## src/btg_pkg.sv

```systemverilog
// Shared constants of the buzzer tone generator
package btg_pkg;

  // I/O memory addresses of the four control nibbles
  localparam logic [15:0] BTG_ADDR_ENV_CTRL   = 16'hff6c; // buzzer_envelope_control
  localparam logic [15:0] BTG_ADDR_SHOT_CTRL  = 16'hff6d; // oneshot_control
  localparam logic [15:0] BTG_ADDR_TONE_SEL   = 16'hff6e; // tone_frequency_select
  localparam logic [15:0] BTG_ADDR_LEVEL_SEL  = 16'hff6f; // duty level select

  // Bit positions in buzzer_envelope_control
  localparam int BTG_BIT_BZ_EN        = 0;
  localparam int BTG_BIT_ENV_ON       = 1;
  localparam int BTG_BIT_ENV_RESTART  = 2;
  localparam int BTG_BIT_ENV_STEP     = 3;

  // Bit positions in oneshot_control
  localparam int BTG_BIT_PULSE_LEN    = 0;
  localparam int BTG_BIT_SHOT_TRIG    = 1;
  localparam int BTG_BIT_SHOT_STOP    = 2;

  // Values after reset
  localparam logic [3:0] BTG_RST_NIBBLE = 4'h0;
  localparam logic [2:0] BTG_RST_SEL    = 3'h0;

  // Tone period, in tone-counter ticks: base plus step per low code bit
  localparam logic [4:0] BTG_PERIOD_BASE = 5'h10; // 16 ticks
  localparam logic [4:0] BTG_PERIOD_STEP = 5'h04; // +4 ticks per code step
  // High-side count at level 1, per tone group
  localparam logic [4:0] BTG_DUTY_MAX_SHORT = 5'h08; // /16 and /20 group
  localparam logic [4:0] BTG_DUTY_MAX_LONG  = 5'h0c; // /24 and /28 group
  localparam logic [2:0] BTG_LEVEL_MIN      = 3'h7;  // level 8

  // Low-speed oscillator and the 256 Hz tick derived from it
  localparam int BTG_OSC_HZ        = 32768;
  localparam int BTG_TICK_HZ       = 256;
  localparam int BTG_PRE_DIV       = BTG_OSC_HZ / BTG_TICK_HZ;          // 128
  localparam logic [6:0] BTG_PRE_LAST = 7'(BTG_PRE_DIV - 1);

  // Times in microseconds and their length in 256 Hz ticks
  localparam int BTG_ENV_STEP_SHORT_US  = 62500;
  localparam int BTG_ENV_STEP_LONG_US   = 125000;
  localparam int BTG_SHOT_SHORT_US      = 31250;
  localparam int BTG_SHOT_LONG_US       = 125000;
  localparam logic [5:0] BTG_ENV_STEP_SHORT_TK =
    6'(BTG_ENV_STEP_SHORT_US * BTG_TICK_HZ / 1000000);                  // 16
  localparam logic [5:0] BTG_ENV_STEP_LONG_TK  =
    6'(BTG_ENV_STEP_LONG_US * BTG_TICK_HZ / 1000000);                   // 32
  localparam logic [5:0] BTG_SHOT_SHORT_TK     =
    6'(BTG_SHOT_SHORT_US * BTG_TICK_HZ / 1000000);                      // 8
  localparam logic [5:0] BTG_SHOT_LONG_TK      =
    6'(BTG_SHOT_LONG_US * BTG_TICK_HZ / 1000000);                       // 32

  // One-shot sequencer states
  typedef enum logic [1:0] {
    BTG_SHOT_IDLE,
    BTG_SHOT_WAIT,
    BTG_SHOT_RUN
  } btg_shot_e;

endpackage

```

## src/btg_top.sv

```systemverilog
`timescale 1ns/1ps
//
// Function
// - Enable drives tone, else inactive level
// - Build-time polarity sets resting level
// - Eight tones divided from low-speed clock
// - Eight duty levels per tone group
// - Duty is active-level time over period
// - Envelope overrides level_select duty
// - Envelope starts level 1, decays toward 8
// - Envelope holds at level 8
// - env_restart returns envelope to level 1
// - Step time 62.5 or 125 msec
// - First envelope step may be 4 msec off
// - One-shot lasts 125 or 31.25 msec
// - One-shot starts and ends on 256 Hz tick
// - shot_trigger reads busy status
// - shot_stop ends one-shot on tick
// - Retrigger restarts full one-shot duration
// - One-shot uses level_select, no envelope
// - Triggers ignored while buzzer_enable set
// - shot_stop write-only, reads zero
// - level_select register after tone register
// - env_restart ignored unless enveloped tone
// - shot_stop ignored unless one-shot active
//
module btg_top
  import btg_pkg::*;
#(
  parameter bit POSITIVE_POL = 1'b1  // 1: rests low, 0: rests high
) (
  input  wire logic        CLK_SYS_IN,
  input  wire logic        RST_IN,
  input  wire logic        LOW_SPEED_OSC_IN,
  input  wire logic [15:0] ADDR_IN,
  input  wire logic [3:0]  WDATA_IN,
  input  wire logic        WR_IN,
  input  wire logic        RD_IN,
  output logic      [3:0]  RDATA_OUT,
  output logic             BUZZER_OUT
);

  // Register state
  logic       buzzer_enable_q;    // Normal tone output on
  logic       env_on_q;           // Envelope added to normal tone
  logic       env_step_time_q;    // 0: 62.5 msec steps, 1: 125 msec
  logic       pulse_len_select_q; // 0: 31.25 msec shot, 1: 125 msec
  logic [2:0] tone_select_q;      // Tone frequency code
  logic [2:0] level_select_q;     // Fixed duty level code

  // Oscillator edges and slow ticks
  logic       osc_rise;           // Accepted rising edge of low-speed clock
  logic       osc_fall;           // Accepted falling edge
  logic [6:0] pre_q;              // Divider to the 256 Hz tick
  logic       tick256;            // One-cycle 256 Hz enable

  // Tone generator
  logic       tone_tick;          // Tone counter advance
  logic [4:0] tone_cnt_q;         // Position inside the tone period
  logic [4:0] period_last;        // Last count of the period
  logic       gate_q;             // Tone gate, changes on period boundary
  logic       tone_req;           // Some source asks for tone
  logic [2:0] duty_level;         // Level in use this cycle
  logic [4:0] duty_high;          // Active counts in the period
  logic       active_d;           // Active phase of the waveform

  // Envelope
  logic       env_run;            // Envelope in effect
  logic [2:0] env_level_q;        // Current envelope level
  logic [5:0] env_cnt_q;          // 256 Hz ticks inside a step
  logic [5:0] env_step_last;      // Last tick count of a step

  // One-shot
  btg_shot_e  shot_state_q;       // Sequencer state
  logic [5:0] shot_cnt_q;         // 256 Hz ticks spent running
  logic [5:0] shot_last;          // Last tick count of the shot
  logic       shot_stop_q;        // Stop request waiting for a tick
  logic       shot_on_q;          // One-shot tone in progress
  logic       shot_busy;          // Status seen by the CPU

  // Write decode
  logic       wr_env;             // Write to buzzer_envelope_control
  logic       wr_shot;            // Write to oneshot_control
  logic       shot_trig_wr;       // Accepted trigger write
  logic       shot_stop_wr;       // Accepted stop write
  logic       env_restart_wr;     // Accepted envelope restart write
  logic [3:0] rdata_d;            // Read mux

  // Oscillator edge recovery; it is not related to CLK_SYS_IN
  btg_osc_sync u_osc_sync (
    .clk_in   (CLK_SYS_IN),
    .rst_in   (RST_IN),
    .osc_in   (LOW_SPEED_OSC_IN),
    .rise_out (osc_rise),
    .fall_out (osc_fall)
  );

  // Write strobes for the control nibbles
  // Reads have no side effects, so only writes need decoding here
  assign wr_env  = WR_IN && (ADDR_IN == BTG_ADDR_ENV_CTRL);
  assign wr_shot = WR_IN && (ADDR_IN == BTG_ADDR_SHOT_CTRL);
  // Triggers are dropped while normal tone is on
  assign shot_trig_wr   = wr_shot && WDATA_IN[BTG_BIT_SHOT_TRIG] && !buzzer_enable_q;
  // Stop only counts during a one-shot; writing 0 does nothing
  assign shot_stop_wr   = wr_shot && WDATA_IN[BTG_BIT_SHOT_STOP] && shot_busy;
  // Restart only counts while an enveloped tone is playing
  assign env_restart_wr = wr_env && WDATA_IN[BTG_BIT_ENV_RESTART] && env_run;

  // Plain read/write control bits
  always_ff @(posedge CLK_SYS_IN or posedge RST_IN) begin
    if (RST_IN) begin
      buzzer_enable_q    <= 1'b0;
      env_on_q           <= 1'b0;
      env_step_time_q    <= 1'b0;
      pulse_len_select_q <= 1'b0;
      tone_select_q      <= BTG_RST_SEL;
      level_select_q     <= BTG_RST_SEL;
    end else if (WR_IN) begin
      unique case (ADDR_IN)
        BTG_ADDR_ENV_CTRL: begin
          buzzer_enable_q <= WDATA_IN[BTG_BIT_BZ_EN];
          env_on_q        <= WDATA_IN[BTG_BIT_ENV_ON];
          env_step_time_q <= WDATA_IN[BTG_BIT_ENV_STEP];
        end
        BTG_ADDR_SHOT_CTRL: begin
          pulse_len_select_q <= WDATA_IN[BTG_BIT_PULSE_LEN];
        end
        BTG_ADDR_TONE_SEL: begin
          tone_select_q <= WDATA_IN[2:0];
        end
        BTG_ADDR_LEVEL_SEL: begin
          level_select_q <= WDATA_IN[2:0];
        end
        default: begin
          // Other addresses belong to other blocks
        end
      endcase
    end
  end

  // Read mux; restart and stop strobes and unused bits read as zero
  always_comb begin
    rdata_d = BTG_RST_NIBBLE;
    unique case (ADDR_IN)
      BTG_ADDR_ENV_CTRL: begin
        rdata_d[BTG_BIT_BZ_EN]    = buzzer_enable_q;
        rdata_d[BTG_BIT_ENV_ON]   = env_on_q;
        rdata_d[BTG_BIT_ENV_STEP] = env_step_time_q; // Restart bit stays 0
      end
      BTG_ADDR_SHOT_CTRL: begin
        rdata_d[BTG_BIT_PULSE_LEN] = pulse_len_select_q;
        rdata_d[BTG_BIT_SHOT_TRIG] = shot_busy;       // Stop bit stays 0
      end
      BTG_ADDR_TONE_SEL: begin
        rdata_d[2:0] = tone_select_q;
      end
      BTG_ADDR_LEVEL_SEL: begin
        rdata_d[2:0] = level_select_q;
      end
      default: begin
        rdata_d = BTG_RST_NIBBLE;
      end
    endcase
  end

  // Read data register, loaded on a read strobe and held otherwise
  // Holding the value lets a slow CPU sample it any time after the strobe
  always_ff @(posedge CLK_SYS_IN or posedge RST_IN) begin
    if (RST_IN) begin
      RDATA_OUT <= BTG_RST_NIBBLE;
    end else if (RD_IN) begin
      RDATA_OUT <= rdata_d;
    end
  end

  // Divider from the oscillator down to the 256 Hz tick
  // It runs free from reset, so one-shot and envelope timing share one phase
  assign tick256 = osc_rise && (pre_q == BTG_PRE_LAST);
  always_ff @(posedge CLK_SYS_IN or posedge RST_IN) begin
    if (RST_IN) begin
      pre_q <= 7'h00;
    end else if (osc_rise) begin
      pre_q <= pre_q + 7'h01;
    end
  end

  // Tone counter: the fast half of the codes counts both oscillator edges,
  // the slow half only rising ones, so both halves share one duty table
  assign tone_tick   = tone_select_q[2] ? osc_rise : (osc_rise || osc_fall);
  assign period_last = BTG_PERIOD_BASE + 5'(BTG_PERIOD_STEP * tone_select_q[1:0]) - 5'h01;

  // Period counter and synchronous gate; a mid-period code change that
  // leaves the count past the new end simply wraps at the next tick
  always_ff @(posedge CLK_SYS_IN or posedge RST_IN) begin
    if (RST_IN) begin
      tone_cnt_q <= 5'h00;
      gate_q     <= 1'b0;
    end else if (tone_tick) begin
      if (tone_cnt_q >= period_last) begin
        tone_cnt_q <= 5'h00;
        gate_q     <= tone_req;
      end else begin
        tone_cnt_q <= tone_cnt_q + 5'h01;
      end
    end
  end

  // Duty source: envelope on normal tone only, never on the one-shot
  assign tone_req   = buzzer_enable_q || shot_on_q;
  assign env_run    = env_on_q && buzzer_enable_q;
  assign duty_level = env_run ? env_level_q : level_select_q;
  assign duty_high  = (tone_select_q[1] ? BTG_DUTY_MAX_LONG : BTG_DUTY_MAX_SHORT)
                      - {2'b00, duty_level};
  assign active_d   = gate_q && (tone_cnt_q < duty_high);

  // Output pin register with the fixed polarity
  // Registering the pin costs one cycle of lag but removes decode glitches
  always_ff @(posedge CLK_SYS_IN or posedge RST_IN) begin
    if (RST_IN) begin
      BUZZER_OUT <= !POSITIVE_POL;
    end else begin
      BUZZER_OUT <= POSITIVE_POL ? active_d : !active_d;
    end
  end

  // Envelope stepper; the step timer restarts with the tone, so the first
  // step is early by at most one 256 Hz tick (under 4 msec)
  // The level saturates at the minimum rather than wrapping to the loudest
  assign env_step_last = (env_step_time_q ? BTG_ENV_STEP_LONG_TK : BTG_ENV_STEP_SHORT_TK)
                         - 6'h01;
  always_ff @(posedge CLK_SYS_IN or posedge RST_IN) begin
    if (RST_IN) begin
      env_level_q <= BTG_RST_SEL;
      env_cnt_q   <= 6'h00;
    end else if (!env_run || env_restart_wr) begin
      env_level_q <= BTG_RST_SEL;
      env_cnt_q   <= 6'h00;
    end else if (tick256) begin
      if (env_cnt_q >= env_step_last) begin
        env_cnt_q <= 6'h00;
        if (env_level_q != BTG_LEVEL_MIN) begin
          env_level_q <= env_level_q + 3'h1;
        end
      end else begin
        env_cnt_q <= env_cnt_q + 6'h01; // Holding at level 8 just counts
      end
    end
  end

  // Pending stop: set by an accepted write, consumed at the next tick
  // A stop that lands on a tick cycle is honoured at the following tick
  always_ff @(posedge CLK_SYS_IN or posedge RST_IN) begin
    if (RST_IN) begin
      shot_stop_q <= 1'b0;
    end else if (shot_stop_wr) begin
      shot_stop_q <= 1'b1;
    end else if (tick256 || shot_state_q == BTG_SHOT_IDLE) begin
      shot_stop_q <= 1'b0;
    end
  end

  // Busy covers the wait for the first tick as well as the run
  assign shot_busy = (shot_state_q != BTG_SHOT_IDLE);
  assign shot_last = (pulse_len_select_q ? BTG_SHOT_LONG_TK : BTG_SHOT_SHORT_TK)
                     - 6'h01;

  // One-shot sequencer; a trigger always waits for the next tick, and a
  // retrigger keeps the tone sounding while it waits
  always_ff @(posedge CLK_SYS_IN or posedge RST_IN) begin
    if (RST_IN) begin
      shot_state_q <= BTG_SHOT_IDLE;
      shot_cnt_q   <= 6'h00;
      shot_on_q    <= 1'b0;
    end else if (shot_trig_wr) begin
      shot_state_q <= BTG_SHOT_WAIT;
    end else if (tick256) begin
      unique case (shot_state_q)
        BTG_SHOT_IDLE: begin
          shot_on_q <= 1'b0;
        end
        BTG_SHOT_WAIT: begin
          shot_cnt_q <= 6'h00;
          if (shot_stop_q) begin
            shot_state_q <= BTG_SHOT_IDLE;
            shot_on_q    <= 1'b0;
          end else begin
            shot_state_q <= BTG_SHOT_RUN;
            shot_on_q    <= 1'b1;
          end
        end
        BTG_SHOT_RUN: begin
          if (shot_stop_q || shot_cnt_q >= shot_last) begin
            shot_state_q <= BTG_SHOT_IDLE;
            shot_on_q    <= 1'b0;
          end else begin
            shot_cnt_q <= shot_cnt_q + 6'h01;
          end
        end
      endcase
    end
  end

endmodule

```

## src/btg_osc_sync.sv

```systemverilog
`timescale 1ns/1ps
// Brings the low-speed oscillator into the system clock domain and
// reports each accepted edge as a one-cycle pulse.
module btg_osc_sync (
  input  wire logic clk_in,
  input  wire logic rst_in,
  input  wire logic osc_in,
  output logic      rise_out,
  output logic      fall_out
);

  logic s1_q;   // First stage, read only by the second
  logic s2_q;   // Second stage
  logic s3_q;   // Third stage
  logic lvl_q;  // Accepted oscillator level

  // Three-stage synchroniser
  always_ff @(posedge clk_in or posedge rst_in) begin
    if (rst_in) begin
      s1_q <= 1'b0;
      s2_q <= 1'b0;
      s3_q <= 1'b0;
    end else begin
      s1_q <= osc_in;
      s2_q <= s1_q;
      s3_q <= s2_q;
    end
  end

  // A change counts only once stages two and three agree on it
  always_ff @(posedge clk_in or posedge rst_in) begin
    if (rst_in) begin
      lvl_q    <= 1'b0;
      rise_out <= 1'b0;
      fall_out <= 1'b0;
    end else begin
      rise_out <= 1'b0;
      fall_out <= 1'b0;
      if (s2_q == s3_q && s3_q != lvl_q) begin
        lvl_q    <= s3_q;
        rise_out <= s3_q;
        fall_out <= ~s3_q;
      end
    end
  end

endmodule

```

## config.mk

```make
export PLATFORM = sky130hd
export DESIGN_NAME = btg_top
export DESIGN_NICKNAME = d
export VERILOG_FILES = /design/src/btg_pkg.sv /design/src/btg_top.sv /design/src/btg_osc_sync.sv
export SDC_FILE = /design/constraint.sdc
export NUM_CORES = 1
export LEC_CHECK = 0
export ABC_CLOCK_PERIOD_IN_PS = 2700
export BUFFER_PORTS_ARGS = -buffer_cell sky130_fd_sc_hd__buf_2
export CAP_MARGIN = 10
export CORE_MARGIN = 4
export CORE_UTILIZATION = 50
export DETAILED_ROUTE_END_ITERATION = 12
export GPL_TIMING_DRIVEN = 0
export PLACE_DENSITY = 0.67
export SLEW_MARGIN = 20
export SYNTH_ARGS = -nofsm -noshare
export SYNTH_HDL_FRONTEND = slang
export SYNTH_SLANG_ARGS = --single-unit
```

## constraint.sdc

```tcl
create_clock -name CLK_SYS_IN -period 2.7 [get_ports CLK_SYS_IN]
set_input_delay 0.54 -clock CLK_SYS_IN [delete_from_list [all_inputs] [get_ports CLK_SYS_IN]]
set_output_delay 0.54 -clock CLK_SYS_IN [all_outputs]
set_load 0.05 [all_outputs]
```

==> results of run 1 <==
-- power groups by stage --
stage               Clock, mW  Combinational [mW]  Sequential (mW)
floorplan                   0               0.186            0.981
global placement            0               0.261            0.982
detailed placement          0               0.275            0.982
CTS                     0.495               0.275            0.967
global route            0.533               0.319            0.982
finish                  0.476               0.270            0.967
-- layout make-up --
type | instances | area [µm²]
buffer | 5 | 37.5
clock buffer | 5 | 68.8
clock inverter | 3 | 28.8
fill | 480 | 2320
inverter | 18 | 70.1
multi-input combinational | 196 | 1420
sequential | 53 | 1330
tap | 72 | 90.1
timing repair buffer | 28 | 140
-- path summary, 6_finish.rpt --
path / from / endpoint / slack [ns] / depth (start not counted)
hold / removal: RST_IN / tone_cnt_q[0]$_DFFE_PP0N_ / 0.31 / 2
max in group asynchronous: RST_IN / level_select_q[1]$_DFFE_PP0P_ / 1.95 / 2
setup reg to reg: buzzer_enable_q$_DFFE_PP0N_ / BUZZER_OUT$_DFF_PP0_ / 0.57 / 8
setup / recovery: buzzer_enable_q$_DFFE_PP0N_ / BUZZER_OUT$_DFF_PP0_ / 0.57 / 8
min in group CLK_SYS_IN: LOW_SPEED_OSC_IN / u_osc_sync.s1_q$_DFF_PP0_ / 0.33 / 1
hold reg to reg: u_osc_sync.s1_q$_DFF_PP0_ / u_osc_sync.s2_q$_DFF_PP0_ / 0.36 / 0
-- cells in the mapped netlist, drive strengths merged (6+ instances only) --
| master | number |
|---|---|
| a21oi | 12 |
| nor2 | 19 |
| nand2 | 25 |
| inv | 18 |
| nor3 | 9 |
| nand3 | 14 |
| o21ai | 23 |
| dfrtp | 53 |
| mux2 | 10 |
| xnor2 | 6 |
| ha | 21 |
-- metrics by stage --
| step | util [%] | hold WS, ns |
|---|---|---|
| after CTS | 57.8 | 0.315 |
| after floorplan | - | 0.331 |
| after detailed placement | 56.0 | 0.336 |
| final | 57.8 | 0.310 |
| after global routing | 57.8 | 0.309 |
| after global placement | 56.0 | 0.332 |
-- logic make-up after synthesis --
group	count (synthesis)	synth area share, %
flip-flops	53	46.5
multiplexers	17	7.68
AND/OR/NAND/NOR	94	17.9
XOR/XNOR	8	2.46
adder cells (fa/ha/maj)	22	9.56
buffers and inverters	23	3.68
AO/OA/AOI/OAI	55	12.2
-- per-layer routing --
layer / share of wire [%] / wire length [µm] / vias up / GRT usage (%)
met5: 0 / 0 / - / 0
met4: 0.56 / 29 / 0 / 3.51
met3: 4.4 / 227 / 2 / 3.85
met2: 44 / 2310 / 45 / 24.1
met1: 51 / 2640 / 971 / 22.7
li1: - / - / 1046 / -
-- sequential cells by signal, summed over array words and instances, names as in the netlist, 2 cells and up --
| name | flops |
|---|---|
| tone_select_q | 3 |
| shot_cnt_q | 6 |
| env_cnt_q | 6 |
| env_level_q | 3 |
| pre_q | 7 |
| RDATA_OUT | 4 |
| shot_state_q | 2 |
| tone_cnt_q | 5 |
| level_select_q | 3 |
-- critical path, delay by kind of cell, from the launching register on --
kind | cells | cell delay, ns
adder cells (fa/ha/maj) | 2 | 0.52
multiplexers | 1 | 0.23
AND/OR/NAND/NOR | 2 | 0.44
flip-flops | 1 | 0.43
AO/OA/AOI/OAI | 2 | 0.22
XOR/XNOR | 1 | 0.18
==> impl_metrics.env, run 1 <==
export IMPL_status="complete, no violations"
export IMPL_crit_arrival_ns=2.33
export IMPL_ys_types=53
export IMPL_core_area_mm2=0.00551
export IMPL_power_frac_seq_pct=56.4
export IMPL_numCtsBuffers=5
export IMPL_period_needed_ns=2.13
export IMPL_p_int_mw=1.19
export IMPL_layout_setup_ws_ns=0.574
export IMPL_grt_pass1_vias=2003
export IMPL_area_growth_pct=11.6
export IMPL_p_clk_share_pct=27.8
export IMPL_synth_seq_cells=53
export IMPL_hp_class="primary input to async pin"
export IMPL_min_period_over_period_pct=78.7
export IMPL_max_stage_delay_ns=0.43
export IMPL_vias=2064
export IMPL_vias_per_cell=5.43
export IMPL_crit_required_ns=2.90
export IMPL_synthDominantCellAreaShare_pct=46.5
export IMPL_clock_skew_ns=0.00873
export IMPL_crit_type="flop to flop"
export IMPL_antenna_found_initial=0
export IMPL_finalHoldViolations=0
export IMPL_port_buffers=28
export IMPL_place_area_mm2=0.00309
export IMPL_synth_area_per_cell_um2=10.5
export IMPL_postSynth_asyncResetShare_pct=100
export IMPL_cts_tree="yes"
export IMPL_wl_um=5200
export IMPL_final_layout_size_suffix_gt1_share_pct=19.2
export IMPL_p_leak_nw=1.50
export IMPL_maxSlewViolCount=0
export IMPL_crit_path_max_fanout=5
export IMPL_clock_root_buffer="clkbuf_8"
export IMPL_cp_common_cell="ha_1"
export IMPL_die_w_um=83.5
export IMPL_setup_tns_ns=0
export IMPL_hold_buffers=0
export IMPL_gr_total_overflow=0
export IMPL_initial_utilization_pct=51.8
export IMPL_switching_share_pct=30.3
export IMPL_post_cts_setup_buffers=0
export IMPL_finalPower_mw=1.71
export IMPL_die_area_mm2=0.00698
export IMPL_drc_errors=0
export IMPL_yosysSeqAreaShare_pct=46.5
export IMPL_stdcell_count=380
export IMPL_htreeDepth=2
export IMPL_clock_latency_ns=0.31
export IMPL_cts_path_max_buffers=2
export IMPL_tightest_slew_ns=0.708
export IMPL_drv_cap=0
export IMPL_path_cells="nand2_1 > mux2i_1 > ha_1 > xnor2_1 > ha_1 > o21ai_0 > a21oi_1 > nor4b_1"
export IMPL_crit_path_end_kind="flop"
export IMPL_synth_cell_area_mm2=0.00285
export IMPL_wl_per_cell_um=13.7
export IMPL_gp_congestion=0.791
export IMPL_dp_final_hpwl_um=3840
export IMPL_power_density_mw_per_mm2=538
export IMPL_syn_nets=318
export IMPL_slew_headroom_pct=52.4
export IMPL_fmax_ghz=0.470
export IMPL_finalSetupViolCount=0
export IMPL_vdd_ir_drop_max_v=0.000308
export IMPL_firstDrtPassIters=4
export IMPL_nNetsFinal=353
export IMPL_die_y_um=83.5
export IMPL_switchingPower_mw=0.519
export IMPL_cts_resized_gates=0
export IMPL_dp_cells=372
export IMPL_rsz0062_at_grt="false"
export IMPL_grt_use_total_pct=15.7
export IMPL_path_clk_slew_ns=0.11
export IMPL_antenna_cells=0
export IMPL_ys_warn_count=0
export IMPL_final_cell_mix="dfrtp_1 (53), buf_2 (28), nand2_1 (24)"
export IMPL_ys_flop_type="dfrtp_1"
export IMPL_drtIter0Drc=88
export IMPL_grt_max_degree=54
export IMPL_synth_area_top_cells="dfrtp_1 (46%), ha_1 (9.2%), o21ai_0 (3.7%), nand2_1 (3.2%), inv_1 (2.4%)"
export IMPL_combPwrFrac_pct=15.8
export IMPL_drtAntennaViolNets=0
export IMPL_rows=27
export IMPL_pre_cts_ws_ns=0.408
export IMPL_syn_inst=272
export IMPL_grt_pass1_wl_um=9140
export IMPL_layout_commonest_cell="dfrtp_1"
export IMPL_fin_area_mm2=0.00318
export IMPL_crit_path_top_delay_cell="dfrtp_1"
export IMPL_io_pins=30
export IMPL_clock_sinks=53
export IMPL_synth_edf_count=0
export IMPL_synth_largest_area_cell="dfrtp_1"
export IMPL_cp_start_kind="flop"
(Power assumes the default switching activity.)
==> inputs of run 2 (changes only) <==
--- a/config.mk
+++ b/config.mk
@@ -5,7 +5,7 @@
 export SDC_FILE = /design/constraint.sdc
 export NUM_CORES = 1
 export LEC_CHECK = 0
-export ABC_CLOCK_PERIOD_IN_PS = 2700
+export ABC_CLOCK_PERIOD_IN_PS = 2200
 export BUFFER_PORTS_ARGS = -buffer_cell sky130_fd_sc_hd__buf_2
 export CAP_MARGIN = 10
 export CORE_MARGIN = 4
==> constraint.sdc (replaced) <==
create_clock -name CLK_SYS_IN -period 2.2 [get_ports CLK_SYS_IN]
set_input_delay 0.44 -clock CLK_SYS_IN [delete_from_list [all_inputs] [get_ports CLK_SYS_IN]]
set_output_delay 0.44 -clock CLK_SYS_IN [all_outputs]
set_load 0.05 [all_outputs]
==> impl_metrics.env, run 2 (synthesis results as in run 1) <==
export IMPL_crit_path_start="buzzer_enable_q$_DFFE_PP0N_"
export IMPL_largest_reg_flops=7
export IMPL_die_y_um=83.5
export IMPL_period_needed_ns=2.07
export IMPL_dp_final_hpwl_um=3840
export IMPL_nNetsFinal=354
export IMPL_finalHoldViolations=0
export IMPL_p_leak_nw=1.51
export IMPL_min_period_over_period_pct=93.9
export IMPL_dp_cells=372
export IMPL_path_clk_slew_ns=0.11
export IMPL_tightest_slew_ns=0.658
export IMPL_r2r_slack_ns=0.13
export IMPL_drc_errors=0
export IMPL_slew_headroom_pct=55.7
export IMPL_grt_max_degree=54
export IMPL_crit_arrival_ns=2.27
export IMPL_final_layout_size_suffix_gt1_share_pct=19.7
export IMPL_gp_congestion=0.791
export IMPL_io_pins=30
export IMPL_core_area_mm2=0.00551
export IMPL_status="complete, no violations"
export IMPL_drtIter0Drc=82
export IMPL_maxSlewViolCount=0
export IMPL_r2r_end="BUZZER_OUT$_DFF_PP0_"
export IMPL_clock_latency_ns=0.31
export IMPL_r2r_cells=8
export IMPL_initial_utilization_pct=51.8
export IMPL_top_register="pre_q"
export IMPL_critPathCapture="BUZZER_OUT$_DFF_PP0_"
export IMPL_grt_pass1_wl_um=9140
export IMPL_antenna_cells=0
export IMPL_vias=2061
export IMPL_drtAntennaViolNets=0
export IMPL_crit_path_end_kind="flop"
export IMPL_antenna_found_initial=0
export IMPL_crit_path_max_fanout=4
export IMPL_fmax_ghz=0.484
export IMPL_wl_um=5200
export IMPL_crit_required_ns=2.40
export IMPL_drv_cap=0
export IMPL_gr_total_overflow=0
export IMPL_numCtsBuffers=5
export IMPL_finalSetupViolCount=0
export IMPL_vdd_ir_drop_max_v=0.000378
export IMPL_final_cell_mix="dfrtp_1 (53), buf_2 (28), nand2_1 (23)"
export IMPL_die_area_mm2=0.00698
export IMPL_die_w_um=83.5
export IMPL_stdcell_count=381
export IMPL_area_growth_pct=11.9
export IMPL_power_density_mw_per_mm2=660
export IMPL_grt_pass1_vias=2003
export IMPL_layout_commonest_cell="dfrtp_1"
export IMPL_clock_sinks=53
export IMPL_clock_root_buffer="clkbuf_8"
export IMPL_clock_skew_ns=0.00686
export IMPL_cts_tree="yes"
export IMPL_grt_use_total_pct=15.7
export IMPL_hp_class="primary input to async pin"
export IMPL_wl_per_cell_um=13.6
export IMPL_post_route_util_pct=58.0
export IMPL_vias_per_cell=5.41
export IMPL_rows=27
export IMPL_port_buffers=28
export IMPL_cp_start_kind="flop"
export IMPL_htreeDepth=2
export IMPL_firstDrtPassIters=4
export IMPL_top_regs="pre_q x7, env_cnt_q x6, shot_cnt_q x6"
export IMPL_r2r_start="buzzer_enable_q$_DFFE_PP0N_"
export IMPL_cts_path_max_buffers=2
export IMPL_crit_type="flop to flop"
## run 2: cell count changes in the layout (fill, tap and decap cells not counted)
cell,before,now
buf_4,3,4
nand2_1,24,23
nand2_2,1,2
## run 2: timing repair
| item | in CTS | in global routing |
|---|---|---|
| hold buffers | 0 | 0 |
| buffers inserted | 0 | 1 |
| endpoints found under the setup margin | 0 | 1 |
| resized for setup | 0 | 1 |
## run 2: report_power, final
part | total [mW] | switching (mW) | internal (mW)
Sequential | 1.19 | 0.109 | 1.08
Combinational | 0.332 | 0.183 | 0.149
Clock | 0.589 | 0.350 | 0.239
## run 2: cell type report
cell class                      count  area, µm²
Sequential cell                    53       1330
Multi-Input combinational cell    196       1420
Buffer                              5       37.5
Timing Repair Buffer               29        148
Tap cell                           72       90.1
Fill cell                         478       2310
Inverter                           18       70.1
Clock inverter                      3       28.8
Clock buffer                        5       68.8
## run 2: worst min-delay path by stage
stage / end / slack [ns] / from
floorplan: u_osc_sync.s2_q$_DFF_PP0_ / 0.33 / u_osc_sync.s1_q$_DFF_PP0_
global placement: u_osc_sync.s2_q$_DFF_PP0_ / 0.33 / u_osc_sync.s1_q$_DFF_PP0_
finish: tone_cnt_q[0]$_DFFE_PP0N_ / 0.21 / RST_IN
CTS: u_osc_sync.s1_q$_DFF_PP0_ / 0.22 / LOW_SPEED_OSC_IN
global route: u_osc_sync.s1_q$_DFF_PP0_ / 0.21 / LOW_SPEED_OSC_IN
detailed placement: u_osc_sync.s2_q$_DFF_PP0_ / 0.34 / u_osc_sync.s1_q$_DFF_PP0_
## run 2: worst max-delay path, cell delays in order, from the launching register on
cell	delay, ns
dfrtp_1	0.44
nand2_2	0.14
mux2i_1	0.21
ha_1	0.27
xnor2_1	0.18
ha_1	0.25
o21ai_0	0.16
a21oi_1	0.06
nor4b_1	0.25
## run 2: routing by layer
metal | part of all wire, % | GRT usage (%)
met5 | 0 | 0
met4 | 0.56 | 3.51
met3 | 4.5 | 3.85
met2 | 44 | 24.1
met1 | 51 | 22.7
## run 2: stage by stage
step	TNS [ns]	hold slack [ns]	instance area (µm²)	worst slack (ns)	power, mW
global placement	-12.27	0.332	3080	-0.231	1.53
global route	-0.00557	0.209	3190	-0.00557	2.25
floorplan	0	0.331	2850	0.303	1.43
detailed placement	0	0.336	3090	0.00821	1.54
finish	0	0.214	3190	0.135	2.11
CTS	0	0.215	3180	0.0579	2.13
==> inputs of run 3 (changes only) <==
--- a/config.mk
+++ b/config.mk
@@ -6,13 +6,13 @@
 export NUM_CORES = 1
 export LEC_CHECK = 0
 export ABC_CLOCK_PERIOD_IN_PS = 2200
-export BUFFER_PORTS_ARGS = -buffer_cell sky130_fd_sc_hd__buf_2
 export CAP_MARGIN = 10
 export CORE_MARGIN = 4
 export CORE_UTILIZATION = 50
 export DETAILED_ROUTE_END_ITERATION = 12
+export DONT_BUFFER_PORTS = 1
 export GPL_TIMING_DRIVEN = 0
-export PLACE_DENSITY = 0.67
+export PLACE_DENSITY = 0.62
 export SLEW_MARGIN = 20
 export SYNTH_ARGS = -nofsm -noshare
 export SYNTH_HDL_FRONTEND = slang
==> impl_metrics.env, run 3 (synthesis results as in run 1) <==
export IMPL_p_int_mw=1.47
export IMPL_rsz0062_at_grt="false"
export IMPL_max_stage_delay_ns=0.45
export IMPL_drtIter0Drc=131
export IMPL_cts_path_max_buffers=2
export IMPL_power_density_mw_per_mm2=684
export IMPL_power_frac_seq_pct=58.3
export IMPL_crit_required_ns=2.42
export IMPL_crit_path_max_fanout=5
export IMPL_antenna_cells=0
export IMPL_cp_common_cell="ha_1"
export IMPL_min_period_over_period_pct=92.3
export IMPL_die_w_um=83.5
export IMPL_pre_cts_ws_ns=0.0756
export IMPL_path_buf_inv=0
export IMPL_numCtsBuffers=5
export IMPL_clock_root_buffer="clkbuf_8"
export IMPL_dp_final_hpwl_um=3800
export IMPL_switching_share_pct=29.6
export IMPL_top_register="pre_q"
export IMPL_die_y_um=83.5
export IMPL_io_pins=30
export IMPL_firstDrtPassIters=5
export IMPL_hp_class="primary input to async pin"
export IMPL_switchingPower_mw=0.619
export IMPL_layout_commonest_cell="dfrtp_1"
export IMPL_antenna_found_initial=0
export IMPL_fmax_ghz=0.493
export IMPL_hold_ws_ns=0.0899
export IMPL_num_fill_cells=473
export IMPL_crit_path_start="buzzer_enable_q$_DFFE_PP0N_"
export IMPL_layout_setup_ws_ns=0.170
export IMPL_wl_per_cell_um=14.7
export IMPL_gr_total_overflow=0
export IMPL_combPwrFrac_pct=13.4
export IMPL_die_area_mm2=0.00698
export IMPL_path_cells="nand2_2 > mux2i_1 > ha_1 > xnor2_1 > ha_1 > o21ai_0 > a21oi_1 > nor4b_2"
export IMPL_place_area_mm2=0.00295
export IMPL_vdd_ir_drop_max_v=0.000392
export IMPL_tightest_slew_ns=0.672
export IMPL_final_layout_size_suffix_gt1_share_pct=12.1
export IMPL_port_buffers=0
export IMPL_vias=1955
export IMPL_final_cell_mix="dfrtp_1 (53), nand2_1 (23), o21ai_0 (21), ha_1 (21), nor2_1 (18)"
export IMPL_largest_reg_flops=7
export IMPL_top_regs="pre_q x7, env_cnt_q x6, shot_cnt_q x6"
export IMPL_wl_um=5160
export IMPL_finalSetupViolCount=0
export IMPL_crit_path_end_kind="flop"
export IMPL_fin_area_mm2=0.00306
export IMPL_htreeDepth=2
export IMPL_crit_path_top_delay_cell="dfrtp_1"
export IMPL_area_growth_pct=7.19
export IMPL_maxSlewViolCount=0
export IMPL_drtAntennaViolNets=0
export IMPL_p_clk_share_pct=28.2
export IMPL_grt_max_degree=54
export IMPL_cp_start_kind="flop"
export IMPL_rows=27
export IMPL_clock_latency_ns=0.31
export IMPL_slew_headroom_pct=54.8
export IMPL_crit_arrival_ns=2.25
export IMPL_crit_type="flop to flop"
export IMPL_clock_skew_ns=0.0116
export IMPL_nNetsFinal=325
export IMPL_drv_cap=0
export IMPL_crit_family="adder cells"
export IMPL_gp_congestion=0.776
export IMPL_cts_tree="yes"
export IMPL_grt_pass1_wl_um=8800
export IMPL_drc_errors=0
export IMPL_clock_sinks=53
export IMPL_hold_buffers=0
export IMPL_core_area_mm2=0.00551
export IMPL_finalHoldViolations=0
export IMPL_status="complete, no violations"
export IMPL_period_needed_ns=2.03
export IMPL_finalPower_mw=2.09
export IMPL_r2r_start="buzzer_enable_q$_DFFE_PP0N_"
export IMPL_p_leak_nw=1.38
export IMPL_initial_utilization_pct=51.8
export IMPL_grt_pass1_vias=1841
export IMPL_grt_use_total_pct=15.3
export IMPL_vias_per_cell=5.55
export IMPL_path_clk_slew_ns=0.10
[run 3: power groups by stage]
stage | clock network (mW) | registers [mW] | logic, mW
detailed placement | 0 | 1.23 | 0.277
global route | 0.654 | 1.24 | 0.327
CTS | 0.617 | 1.21 | 0.277
finish | 0.591 | 1.22 | 0.281
global placement | 0 | 1.23 | 0.262
floorplan | 0 | 1.20 | 0.229
[run 3: worst paths after layout]
| check | slack (ns) | depth (start not counted) | end |
|---|---|---|---|
| min in group CLK_SYS_IN | 0.15 | 0 | u_osc_sync.s1_q$_DFF_PP0_ |
| min | 0.09 | 1 | u_osc_sync.lvl_q$_DFFE_PP0P_ |
| min reg2reg | 0.36 | 0 | u_osc_sync.s2_q$_DFF_PP0_ |
| max | 0.17 | 8 | BUZZER_OUT$_DFF_PP0_ |
| max in group asynchronous | 1.66 | 1 | env_on_q$_DFFE_PP0N_ |
| max reg2reg | 0.17 | 8 | BUZZER_OUT$_DFF_PP0_ |
[run 3: routing by layer]
layer | vias to the layer above | track usage (%) | routed length (µm)
met3 | 4 | 3.46 | 248
met1 | 930 | 21.6 | 2600
li1 | 986 | - | -
met2 | 35 | 23.5 | 2280
met5 | - | 0 | 0
met4 | 0 | 4.39 | 35
[run 3: cell type report]
type	count	area (µm²)	share of cell area (%)
Sequential cell	53	1330	43.4
Clock buffer	6	82.6	2.70
Inverter	18	70.1	2.29
Clock inverter	2	17.5	0.573
Multi-Input combinational cell	196	1430	46.9
Tap cell	72	90.1	2.95
Buffer	5	37.5	1.23
[run 3: stage by stage]
stage               utilization, %  setup TNS (ns)  instances
finish                        55.5               0        352
global route                  55.5               0        352
CTS                           55.3               0        352
detailed placement            53.5               0        344
global placement              53.4           -7.41        344
floorplan                        -               0        272
[run 3: repair_timing]
| item | 4_1_cts | 5_1_grt |
|---|---|---|
| setup buffers | 0 | 0 |
| endpoints found under the setup margin | 0 | 1 |
| resized for setup | 0 | 3 |
| hold endpoints to repair | 0 | 0 |
